## config.mk

```make
export PLATFORM = sky130hd
export DESIGN_NAME = sfpc_top
export DESIGN_NICKNAME = d
export VERILOG_FILES = /design/src/sfpc_pkg.sv /design/src/sfpc_regmem.sv /design/src/sfpc_top.sv
export SDC_FILE = /design/constraint.sdc
export NUM_CORES = 1
export LEC_CHECK = 0
export ABC_CLOCK_PERIOD_IN_PS = 2880
export BUFFER_PORTS_ARGS = -buffer_cell sky130_fd_sc_hd__buf_2
export CAP_MARGIN = 20
export CORE_MARGIN = 4
export CORE_UTILIZATION = 47
export DETAILED_ROUTE_END_ITERATION = 16
export HOLD_SLACK_MARGIN = 0.08
export PLACE_DENSITY = 0.9
export SYNTH_ARGS = -nofsm -noshare
export SYNTH_HDL_FRONTEND = slang
export SYNTH_SLANG_ARGS = --single-unit
```

## constraint.sdc

```tcl
create_clock -name hclk -period 2.88 [get_ports hclk]
set_clock_uncertainty 0.15 [all_clocks]
set_input_delay 0.144 -clock hclk [delete_from_list [all_inputs] [get_ports hclk]]
set_output_delay 0.144 -clock hclk [all_outputs]
set_load 0.05 [all_outputs]
```

## src/sfpc_pkg.sv

```systemverilog
// Constants, types and field layout for the switch forwarding policy block.
// Assumes a single clock domain and an AHB-Lite register slave in front.
package sfpc_pkg;

  localparam logic [31:0] SFPC_CTL_ADDR = 32'h0000_0000;
  localparam logic [31:0] SFPC_STAT_ADDR = 32'h0000_0004;
  localparam logic [31:0] SFPC_CNT_ADDR = 32'h0000_0008;

  localparam int SFPC_INIT_SKIP_BIT = 6;
  localparam int SFPC_RO_DIS_BIT = 7;
  localparam int SFPC_P2P_DIS_BIT = 8;
  localparam int SFPC_DEVNUM_LSB = 9;
  localparam int SFPC_UPID_BIT = 11;
  localparam int SFPC_CT_DIS_BIT = 14;
  localparam int SFPC_LOCK_IGN_BIT = 15;
  localparam int SFPC_BCAST_BIT = 19;

  localparam logic [31:0] SFPC_CTL_WMASK = 32'h0008_cfc0;
  localparam logic [31:0] SFPC_CTL_RESET = 32'h0000_0000;

  localparam int SFPC_NPORTS = 6;
  localparam int SFPC_PORT_W = 3;
  localparam logic [SFPC_PORT_W-1:0] SFPC_UP_PORT = 3'h0;

  localparam logic [1:0] SFPC_DN_ALL = 2'h0;
  localparam logic [1:0] SFPC_DN_CFG = 2'h1;
  localparam logic [1:0] SFPC_DN_NONE = 2'h2;

  localparam logic [1:0] SFPC_HTRANS_NONSEQ = 2'h2;
  localparam logic [1:0] SFPC_HTRANS_SEQ = 2'h3;
  localparam int SFPC_REG_DEPTH = 4;
  localparam int SFPC_REG_AW = 2;

  // Routing verdict for a packet header
  typedef enum logic [1:0] {
    SFPC_FWD = 2'b00,
    SFPC_UR = 2'b01,
    SFPC_DROP = 2'b10
  } sfpc_verdict_t;

  // Hot reset sequence states
  typedef enum logic [1:0] {
    SFPC_HR_IDLE = 2'b00,
    SFPC_HR_LOAD = 2'b01,
    SFPC_HR_DONE = 2'b10
  } sfpc_hr_t;

endpackage

```

## src/sfpc_regmem.sv

```systemverilog
// Small register memory holding the sticky control word.
// Assumes one writer port and one read port, read data registered.
`timescale 1ns/1ps
module sfpc_regmem (
  input wire logic hclk,
  input wire logic hresetn,
  input wire logic we,
  input wire logic [sfpc_pkg::SFPC_REG_AW-1:0] waddr,
  input wire logic [31:0] wdata,
  input wire logic [sfpc_pkg::SFPC_REG_AW-1:0] raddr,
  output logic [31:0] rdata,
  output logic [31:0] ctl
);
  import sfpc_pkg::*;

  logic [31:0] mem_reg [SFPC_REG_DEPTH];

  // Word store, cleared by reset
  always_ff @(posedge hclk or negedge hresetn) begin
    if (!hresetn) begin
      for (int i = 0; i < SFPC_REG_DEPTH; i++) begin
        mem_reg[i] <= 32'h0000_0000;
      end
    end else if (we) begin
      mem_reg[waddr] <= wdata;
    end
  end

  // Registered read port
  always_ff @(posedge hclk or negedge hresetn) begin
    if (!hresetn) begin
      rdata <= 32'h0000_0000;
    end else begin
      rdata <= mem_reg[raddr];
    end
  end

  assign ctl = mem_reg[0];
endmodule

```

## src/sfpc_top.sv

```systemverilog
// Global forwarding policy of a packet switch: control register and decisions.
// Assumes an AHB-Lite master and a packet classifier presenting one header per cycle.
//
// The register offsets and the AHB-Lite slave port are this design's own decisions.
`timescale 1ns/1ps
module sfpc_top (
  input wire logic hclk,
  input wire logic hresetn,
  input wire logic hsel,
  input wire logic [31:0] haddr,
  input wire logic [1:0] htrans,
  input wire logic hwrite,
  input wire logic [2:0] hsize,
  input wire logic [31:0] hwdata,
  input wire logic hready,
  output logic [31:0] hrdata,
  output logic hreadyout,
  output logic hresp,
  input wire logic pkt_valid,
  input wire logic [sfpc_pkg::SFPC_PORT_W-1:0] pkt_src_port,
  input wire logic [sfpc_pkg::SFPC_PORT_W-1:0] pkt_dst_port,
  input wire logic pkt_is_cfg,
  input wire logic pkt_is_cpl,
  input wire logic pkt_id_routed,
  input wire logic [4:0] pkt_dev_num,
  input wire logic pkt_to_up_bus,
  input wire logic pkt_to_dn_bus,
  input wire logic pkt_relaxed,
  input wire logic pkt_locked,
  input wire logic pkt_vendor_bcast,
  input wire logic [sfpc_pkg::SFPC_NPORTS-1:0] alt_routing_fwd_en,
  input wire logic hot_reset_start,
  output logic dec_valid,
  output logic [1:0] dec_verdict,
  output logic dec_relaxed,
  output logic dec_lock_effect,
  output logic dec_credit_return,
  output logic dec_err_log,
  output logic store_and_forward,
  output logic hot_reset_busy,
  output logic serial_load_req
);
  import sfpc_pkg::*;

  logic [31:0] ctl;
  logic [31:0] mem_rdata;
  logic ap_write_reg;
  logic ap_read_reg;
  logic [1:0] ap_idx_reg;
  logic ap_valid;
  logic wr_en;
  logic [1:0] wr_idx;
  logic [31:0] wr_data;
  logic rd_stat_reg;
  logic rd_cnt_reg;
  logic rd_mem_reg;
  logic [15:0] drop_cnt_reg;
  logic [15:0] ur_cnt_reg;
  sfpc_hr_t hr_state_reg;
  sfpc_hr_t hr_state_next;
  sfpc_verdict_t verdict;
  logic relaxed_ok;

  // Control fields, as views of the sticky control word
  // Reserved bits are never stored, so no field can pick one up
  logic init_skip;
  logic ordering_relax_disable;
  logic peer_traffic_disable;
  logic [1:0] downstream_devnum_check;
  logic upstream_id_check_en;
  logic cut_through_disable;
  logic lock_ignore;
  logic vendor_broadcast_drop;

  assign init_skip = ctl[SFPC_INIT_SKIP_BIT];
  assign ordering_relax_disable = ctl[SFPC_RO_DIS_BIT];
  assign peer_traffic_disable = ctl[SFPC_P2P_DIS_BIT];
  assign downstream_devnum_check = ctl[SFPC_DEVNUM_LSB+:2];
  assign upstream_id_check_en = ctl[SFPC_UPID_BIT];
  assign cut_through_disable = ctl[SFPC_CT_DIS_BIT];
  assign lock_ignore = ctl[SFPC_LOCK_IGN_BIT];
  assign vendor_broadcast_drop = ctl[SFPC_BCAST_BIT];

  // Address decode to a register index; 3 means unmapped
  // Exact match on the whole address, so aliases and unaligned bytes are unmapped
  function automatic logic [1:0] addr_index(input logic [31:0] a);
    if (a == SFPC_CTL_ADDR) begin
      addr_index = 2'h0;
    end else if (a == SFPC_STAT_ADDR) begin
      addr_index = 2'h1;
    end else if (a == SFPC_CNT_ADDR) begin
      addr_index = 2'h2;
    end else begin
      addr_index = 2'h3;
    end
  endfunction

  // Bus slave: zero wait states, always OKAY
  // Only NONSEQ and SEQ start a transfer; IDLE and BUSY cycles pass unseen
  assign hreadyout = 1'b1;
  assign hresp = 1'b0;
  assign ap_valid = hsel && hready && (htrans == SFPC_HTRANS_NONSEQ || htrans == SFPC_HTRANS_SEQ);

  // Address phase capture
  always_ff @(posedge hclk or negedge hresetn) begin
    if (!hresetn) begin
      ap_write_reg <= 1'b0;
      ap_read_reg <= 1'b0;
      ap_idx_reg <= 2'h0;
    end else begin
      ap_write_reg <= ap_valid && hwrite;
      ap_read_reg <= ap_valid && !hwrite;
      ap_idx_reg <= addr_index(haddr);
    end
  end

  // Only the control word is writable, and only its defined fields
  // The write lands at the end of the data phase, when hwdata is valid
  assign wr_en = ap_write_reg && (ap_idx_reg == 2'h0);
  assign wr_idx = 2'h0;
  assign wr_data = hwdata & SFPC_CTL_WMASK;

  // The read port is addressed in the address phase so the word arrives with the
  // data phase; a read right behind a write to the same word sees the old value
  sfpc_regmem u_mem (
    .hclk(hclk),
    .hresetn(hresetn),
    .we(wr_en),
    .waddr(wr_idx),
    .wdata(wr_data),
    .raddr(addr_index(haddr)),
    .rdata(mem_rdata),
    .ctl(ctl)
  );

  // Read source select, aligned with the registered read
  // Unmapped addresses select nothing and so read back as zero
  always_ff @(posedge hclk or negedge hresetn) begin
    if (!hresetn) begin
      rd_stat_reg <= 1'b0;
      rd_cnt_reg <= 1'b0;
      rd_mem_reg <= 1'b0;
    end else begin
      rd_stat_reg <= ap_valid && !hwrite && (addr_index(haddr) == 2'h1);
      rd_cnt_reg <= ap_valid && !hwrite && (addr_index(haddr) == 2'h2);
      rd_mem_reg <= ap_valid && !hwrite && (addr_index(haddr) == 2'h0);
    end
  end

  // Status and counter words; status bit 0 and the unused high bits stay zero
  logic [31:0] stat_word;
  logic [31:0] cnt_word;
  assign stat_word = {28'h0000000, store_and_forward, serial_load_req, hot_reset_busy, 1'b0};
  assign cnt_word = {ur_cnt_reg, drop_cnt_reg};

  // Read data mux; unmapped reads return zero
  always_comb begin
    hrdata = 32'h0000_0000;
    if (rd_mem_reg) begin
      hrdata = mem_rdata & SFPC_CTL_WMASK;
    end else if (rd_stat_reg) begin
      hrdata = stat_word;
    end else if (rd_cnt_reg) begin
      hrdata = cnt_word;
    end
  end

  // Alternate routing enable for every encodable port number; numbers past the
  // last port read as disabled instead of indexing beyond the input
  logic [(1<<SFPC_PORT_W)-1:0] alt_en_port;
  for (genvar p = 0; p < (1 << SFPC_PORT_W); p++) begin : g_alt
    if (p < SFPC_NPORTS) begin : g_real
      assign alt_en_port[p] = alt_routing_fwd_en[p];
    end else begin : g_none
      assign alt_en_port[p] = 1'b0;
    end
  end

  // Packet verdict. Broadcast drop is judged first, then peer blocking, then the
  // upstream ID check and last the downstream device-number check, so a packet
  // caught by several controls still gets exactly one verdict and one count
  // Only a port without alternate routing applies the device-number check
  always_comb begin
    logic from_down;
    logic alt_en;
    logic dev_nz;
    from_down = (pkt_src_port != SFPC_UP_PORT);
    alt_en = alt_en_port[pkt_dst_port];
    dev_nz = (pkt_dev_num != 5'h00);
    verdict = SFPC_FWD;
    if (!from_down && pkt_vendor_bcast && vendor_broadcast_drop) begin
      verdict = SFPC_DROP;
    end else if (from_down && peer_traffic_disable && pkt_dst_port != SFPC_UP_PORT) begin
      verdict = SFPC_UR;
    end else if (from_down && pkt_to_up_bus && dev_nz && upstream_id_check_en) begin
      verdict = pkt_is_cpl ? SFPC_DROP : SFPC_UR;
    end else if (pkt_to_dn_bus && pkt_id_routed && dev_nz && !alt_en) begin
      case (downstream_devnum_check)
        SFPC_DN_ALL: begin
          verdict = pkt_is_cpl ? SFPC_DROP : SFPC_UR;
        end
        SFPC_DN_CFG: begin
          verdict = pkt_is_cfg ? SFPC_UR : SFPC_FWD;
        end
        default: begin
          verdict = SFPC_FWD;
        end
      endcase
    end
    // Nonzero device toward upstream bus with check off forwards normally
  end

  assign relaxed_ok = pkt_relaxed && !ordering_relax_disable;

  // Registered decision outputs
  // Every flag is qualified by pkt_valid so idle cycles show a clean forward verdict
  // A silent drop returns its credits and never raises the error flag
  always_ff @(posedge hclk or negedge hresetn) begin
    if (!hresetn) begin
      dec_valid <= 1'b0;
      dec_verdict <= 2'h0;
      dec_relaxed <= 1'b0;
      dec_lock_effect <= 1'b0;
      dec_credit_return <= 1'b0;
      dec_err_log <= 1'b0;
    end else begin
      dec_valid <= pkt_valid;
      dec_verdict <= pkt_valid ? verdict : SFPC_FWD;
      dec_relaxed <= pkt_valid && relaxed_ok;
      dec_lock_effect <= pkt_valid && pkt_locked && !lock_ignore;
      dec_credit_return <= pkt_valid && (verdict == SFPC_DROP);
      dec_err_log <= pkt_valid && (verdict == SFPC_UR);
    end
  end

  // Forwarding mode follows the cut-through disable bit
  // A change applies to packets whose routing starts after the write has landed
  always_ff @(posedge hclk or negedge hresetn) begin
    if (!hresetn) begin
      store_and_forward <= 1'b0;
    end else begin
      store_and_forward <= cut_through_disable;
    end
  end

  // Drop and unsupported request counters, saturating
  // Saturation keeps a flood of bad traffic from wrapping back to a small count
  always_ff @(posedge hclk or negedge hresetn) begin
    if (!hresetn) begin
      drop_cnt_reg <= 16'h0000;
      ur_cnt_reg <= 16'h0000;
    end else if (pkt_valid) begin
      if (verdict == SFPC_DROP && drop_cnt_reg != 16'hffff) begin
        drop_cnt_reg <= drop_cnt_reg + 16'h0001;
      end
      if (verdict == SFPC_UR && ur_cnt_reg != 16'hffff) begin
        ur_cnt_reg <= ur_cnt_reg + 16'h0001;
      end
    end
  end

  // Hot reset sequence: one serial memory load step unless skipped, then one done
  // step before idle; a start request while a sequence runs is ignored, so a
  // second hot reset cannot cut a load short
  always_comb begin
    hr_state_next = hr_state_reg;
    case (hr_state_reg)
      SFPC_HR_IDLE: begin
        if (hot_reset_start) begin
          hr_state_next = init_skip ? SFPC_HR_DONE : SFPC_HR_LOAD;
        end
      end
      SFPC_HR_LOAD: begin
        hr_state_next = SFPC_HR_DONE;
      end
      default: begin
        hr_state_next = SFPC_HR_IDLE;
      end
    endcase
  end

  always_ff @(posedge hclk or negedge hresetn) begin
    if (!hresetn) begin
      hr_state_reg <= SFPC_HR_IDLE;
    end else begin
      hr_state_reg <= hr_state_next;
    end
  end

  // Sequence status outputs
  // Both levels come from the next state so they line up with the state register
  always_ff @(posedge hclk or negedge hresetn) begin
    if (!hresetn) begin
      hot_reset_busy <= 1'b0;
      serial_load_req <= 1'b0;
    end else begin
      hot_reset_busy <= (hr_state_next != SFPC_HR_IDLE);
      serial_load_req <= (hr_state_next == SFPC_HR_LOAD);
    end
  end

  // Only whole words are mapped, so the transfer size is not decoded
  logic unused_ok;
  assign unused_ok = ^{hsize, ap_read_reg};
endmodule

```

==> results.py <==
metrics = {
    "cts": {
        "clock-sinks": 68,
        "cts_tree": "built",
        "path_clk_slew_ps": 70,
        "postCtsSetupBuffers": 0,
        "numCtsBuffers": 9,
        "cts_resized": 0,
        "clk_latency_ps": 350,
        "clk_path_buf_depth": 2,
        "cts_root_buf": "clkbuf_8",
        "htreeDepth": 3,
    },
    "timing": {
        "fin_crit_sh": 0.911,
        "tns_ps": 0,
        "rsz0062_at_grt": "false",
        "report.final.slew_viol_count": 0,
        "fin_ws_ps": 256,
        "max_freq_mhz": 381,
        "hold_viol": 0,
        "setup_viol": 0,
        "min_period_ps": 2620,
        "worst_slew_pin_slew_ps": 723,
        "relSlewSlack": 0.518,
    },
    "yosys": {
        "synth.avg_cell_area_um2": 10.6,
        "synth_warnings": 0,
        "ys.flop_type": "dfrtp_1",
        "synthArstFlopShare": 1.00,
        "synth-edff-count": 0,
        "synth.net_count": 419,
        "seq_area_frac_synth": 0.506,
        "ys_types": 44,
        "syn-cell-area_um2": 3360,
        "synth_cells": 316,
        "ys_seq_elements": 68,
    },
    "routing": {
        "wl_met2_um": 4690,
        "vias": 3008,
        "wl_met3_um": 683,
        "via_per_inst": 5.33,
        "drt_iter0_drc": 298,
        "ant_nets": 0,
        "wirelength_um": 8830,
        "wl_met1_um": 3300,
        "post-route-drc-count": 0,
        "first_pass_iters": 4,
        "routedWlPerCell_um": 15.7,
        "highest_layer": "met4",
    },
    "placed_design": {
        "gp_congestion": 0.860,
        "pre_cts_ws_ps": 464,
        "io_buffers": 115,
        "hpwl_um": 6260,
    },
    "worst_setup_path": {
        "crit_arrival_ps": 2750,
        "cp_max_fo": 3,
        "endpoint_kind": "register",
        "crit_chain": "dlygate4sd3_1, buf_2, nor4_1, dlygate4sd3_1, nand4_1, nor3_1, inv_1, nor3_1, dlygate4sd3_1",
        "cp.required_ps": 3010,
        "crit_slowest_cell": "dlygate4sd3_1",
        "cp_common_cell": "dlygate4sd3_1",
        "crit_path_start_kind": "primary input",
        "max_stage_delay_ps": 580,
        "critPathKind": "in -> reg",
    },
    "run_status": {
        "status": "complete, no violations",
    },
    "global_routing": {
        "grt_pass1_wl_um": 14500,
        "grt_start_max_net_pins": 39,
        "grt_overflow_total": 0,
        "grt_util_all_layers": 0.214,
        "antenna_found_initial": 0,
        "grt_pass1_vias": 3096,
    },
    "floorplan": {
        "core_um2": 6870,
        "start_util": 0.490,
        "io-pin-count": 145,
        "design.die.area_um2": 8580,
        "die_h_um": 92.6,
        "rows": 30,
        "die_w_um": 92.6,
    },
    "power_and_ir_drop": {
        "comb_power_share": 0.107,
        "clock_power_share": 0.395,
        "switching_share": 0.249,
        "leakagePower_nw": 2.25,
        "peakVddDrop_mv": 0.301,
        "p_int_mw": 1.54,
        "switchingPower_mw": 0.509,
        "power-per-cell-area_nw_per_um2": 450,
        "total_power_mw": 2.05,
        "pwr-share-seq": 0.498,
    },
    "flow_run": {
        "maxCapViolations": 0,
    },
    "hold_path": {
        "hold_path.class": "in -> reg",
    },
    "final_layout": {
        "area_growth_pct": 35.1,
        "num_antenna_cells": 0,
        "fillers": 524,
        "drive_above_1_share": 0.331,
        "final_nets": 566,
    },
}
==> power groups by stage <==
stage               logic (mW)  clock network (mW)  registers (mW)
floorplan               0.0737                   0            1.05
global placement         0.184                   0            1.03
detailed placement       0.194                   0            1.04
CTS                      0.218               0.820            1.02
global route             0.240               0.870            1.02
finish                   0.218               0.809            1.02
==> final timing paths <==
path                                                start                          end  slack [ps]  cells after the start
max in group asynchronous                         hresetn     u_mem.ctl[6]$_DFFE_PN0P_        1690                      3
worst max-delay path                             haddr[5]     u_mem.rdata[9]$_DFF_PN0_         260                      9
min in group asynchronous                         hresetn    ur_cnt_reg[6]$_DFFE_PN0P_         230                      2
worst min-delay path                            htrans[1]         rd_mem_reg$_DFF_PN0_          90                      4
worst min register to register  u_mem.ctl[14]$_DFFE_PN0P_  store_and_forward$_DFF_PN0_         250                      0
worst max register to register  u_mem.ctl[11]$_DFFE_PN0P_    ur_cnt_reg[1]$_DFFE_PN0P_         480                      6
==> per-layer routing <==
layer | vias up | global-route usage
met3 | 16 | 0.0617
met4 | 0 | 0.0804
met1 | 1446 | 0.241
met5 | - | 0
met2 | 129 | 0.382
li1 | 1417 | -
==> Yosys cell counts, drive strengths merged, types with 3 or more instances <==
| master | count | share of area |
|---|---|---|
| nor4 | 14 | 0.026 |
| xnor2 | 21 | 0.055 |
| mux2 | 14 | 0.048 |
| and3 | 7 | 0.013 |
| nand4 | 12 | 0.022 |
| a22o | 9 | 0.023 |
| buf | 3 | 0.0059 |
| dfrtp | 68 | 0.51 |
| nor4b | 7 | 0.024 |
| inv | 5 | 0.0056 |
| and4 | 4 | 0.010 |
| a22oi | 3 | 0.0067 |
| and2 | 29 | 0.054 |
| nor2 | 20 | 0.022 |
| nand2 | 25 | 0.028 |
| nand3 | 18 | 0.027 |
| clkbuf | 8 | 0.0089 |
| o21ai | 3 | 0.0045 |
| nor2b | 4 | 0.0074 |
| xor2 | 6 | 0.016 |
| nor3 | 8 | 0.012 |
==> area by class of cell <==
cell class / count / area [µm²] / share of cell area
clock buffers: 11 / 151 / 0.0333
clock inverters: 5 / 60.1 / 0.0132
inverters: 5 / 18.8 / 0.00413
multi-input cells: 232 / 1590 / 0.351
flip-flops and latches: 68 / 1700 / 0.374
well taps: 96 / 120 / 0.0264
repair buffers: 147 / 901 / 0.198
==> layout by cell type (no fill, tap or decap), types with 3 or more instances in the layout <==
cell / count
a22oi_1: 3
nor3_1: 8
a22o_1: 9
dlygate4sd3_1: 29
o21ai_0: 3
xnor2_1: 21
clkbuf_8: 11
nor2_1: 20
inv_1: 5
nor4_1: 14
and3_1: 7
nor4b_2: 3
buf_2: 115
dfrtp_1: 68
xor2_1: 6
mux2_2: 11
nand3_1: 18
and2_1: 29
nor4b_1: 4
nand4_1: 12
nor2b_1: 4
and4_1: 4
nand2_1: 25
==> worst max-delay path, delay by kind of cell <==
| kind | cells | cell delay [ps] |
|---|---|---|
| simple gates | 4 | 710 |
| buf+inv | 5 | 1910 |
==> stage by stage <==
| step | cell area [µm²] | utilization | std cells | hold WS, ps |
|---|---|---|---|---|
| 3_3_place_gp | 4050 | 0.589 | 519 | 65.1 |
| 6_report | 4550 | 0.662 | 564 | 94.7 |
| 2_1_floorplan | 3360 | - | 316 | -302 |
| 4_1_cts | 4550 | 0.662 | 564 | 88.1 |
| 3_5_place_dp | 4050 | 0.589 | 519 | 77.7 |
| 5_1_grt | 4550 | 0.662 | 564 | 91.7 |
==> cells by family (layout without fill, tap and decap cells) <==
family / after synthesis / after routing / synth area share
and+or+nand+nor: 159 / 159 / 0.270
other: 2 / 2 / 0.00223
buffers and inverters: 16 / 168 / 0.0205
AOI/OAI and AO/OA: 26 / 26 / 0.0699
DFF: 68 / 68 / 0.506
muxes: 16 / 16 / 0.0539
adders and majority gates: 2 / 2 / 0.00744
xor gates and xnor gates: 27 / 27 / 0.0703
==> repair_timing <==
action | in CTS | in global routing
hold endpoints to repair | 55 | 0
hold buffers | 29 | 0
endpoints found under the setup margin | 0 | 0
Power figures use the tool's default switching activity.
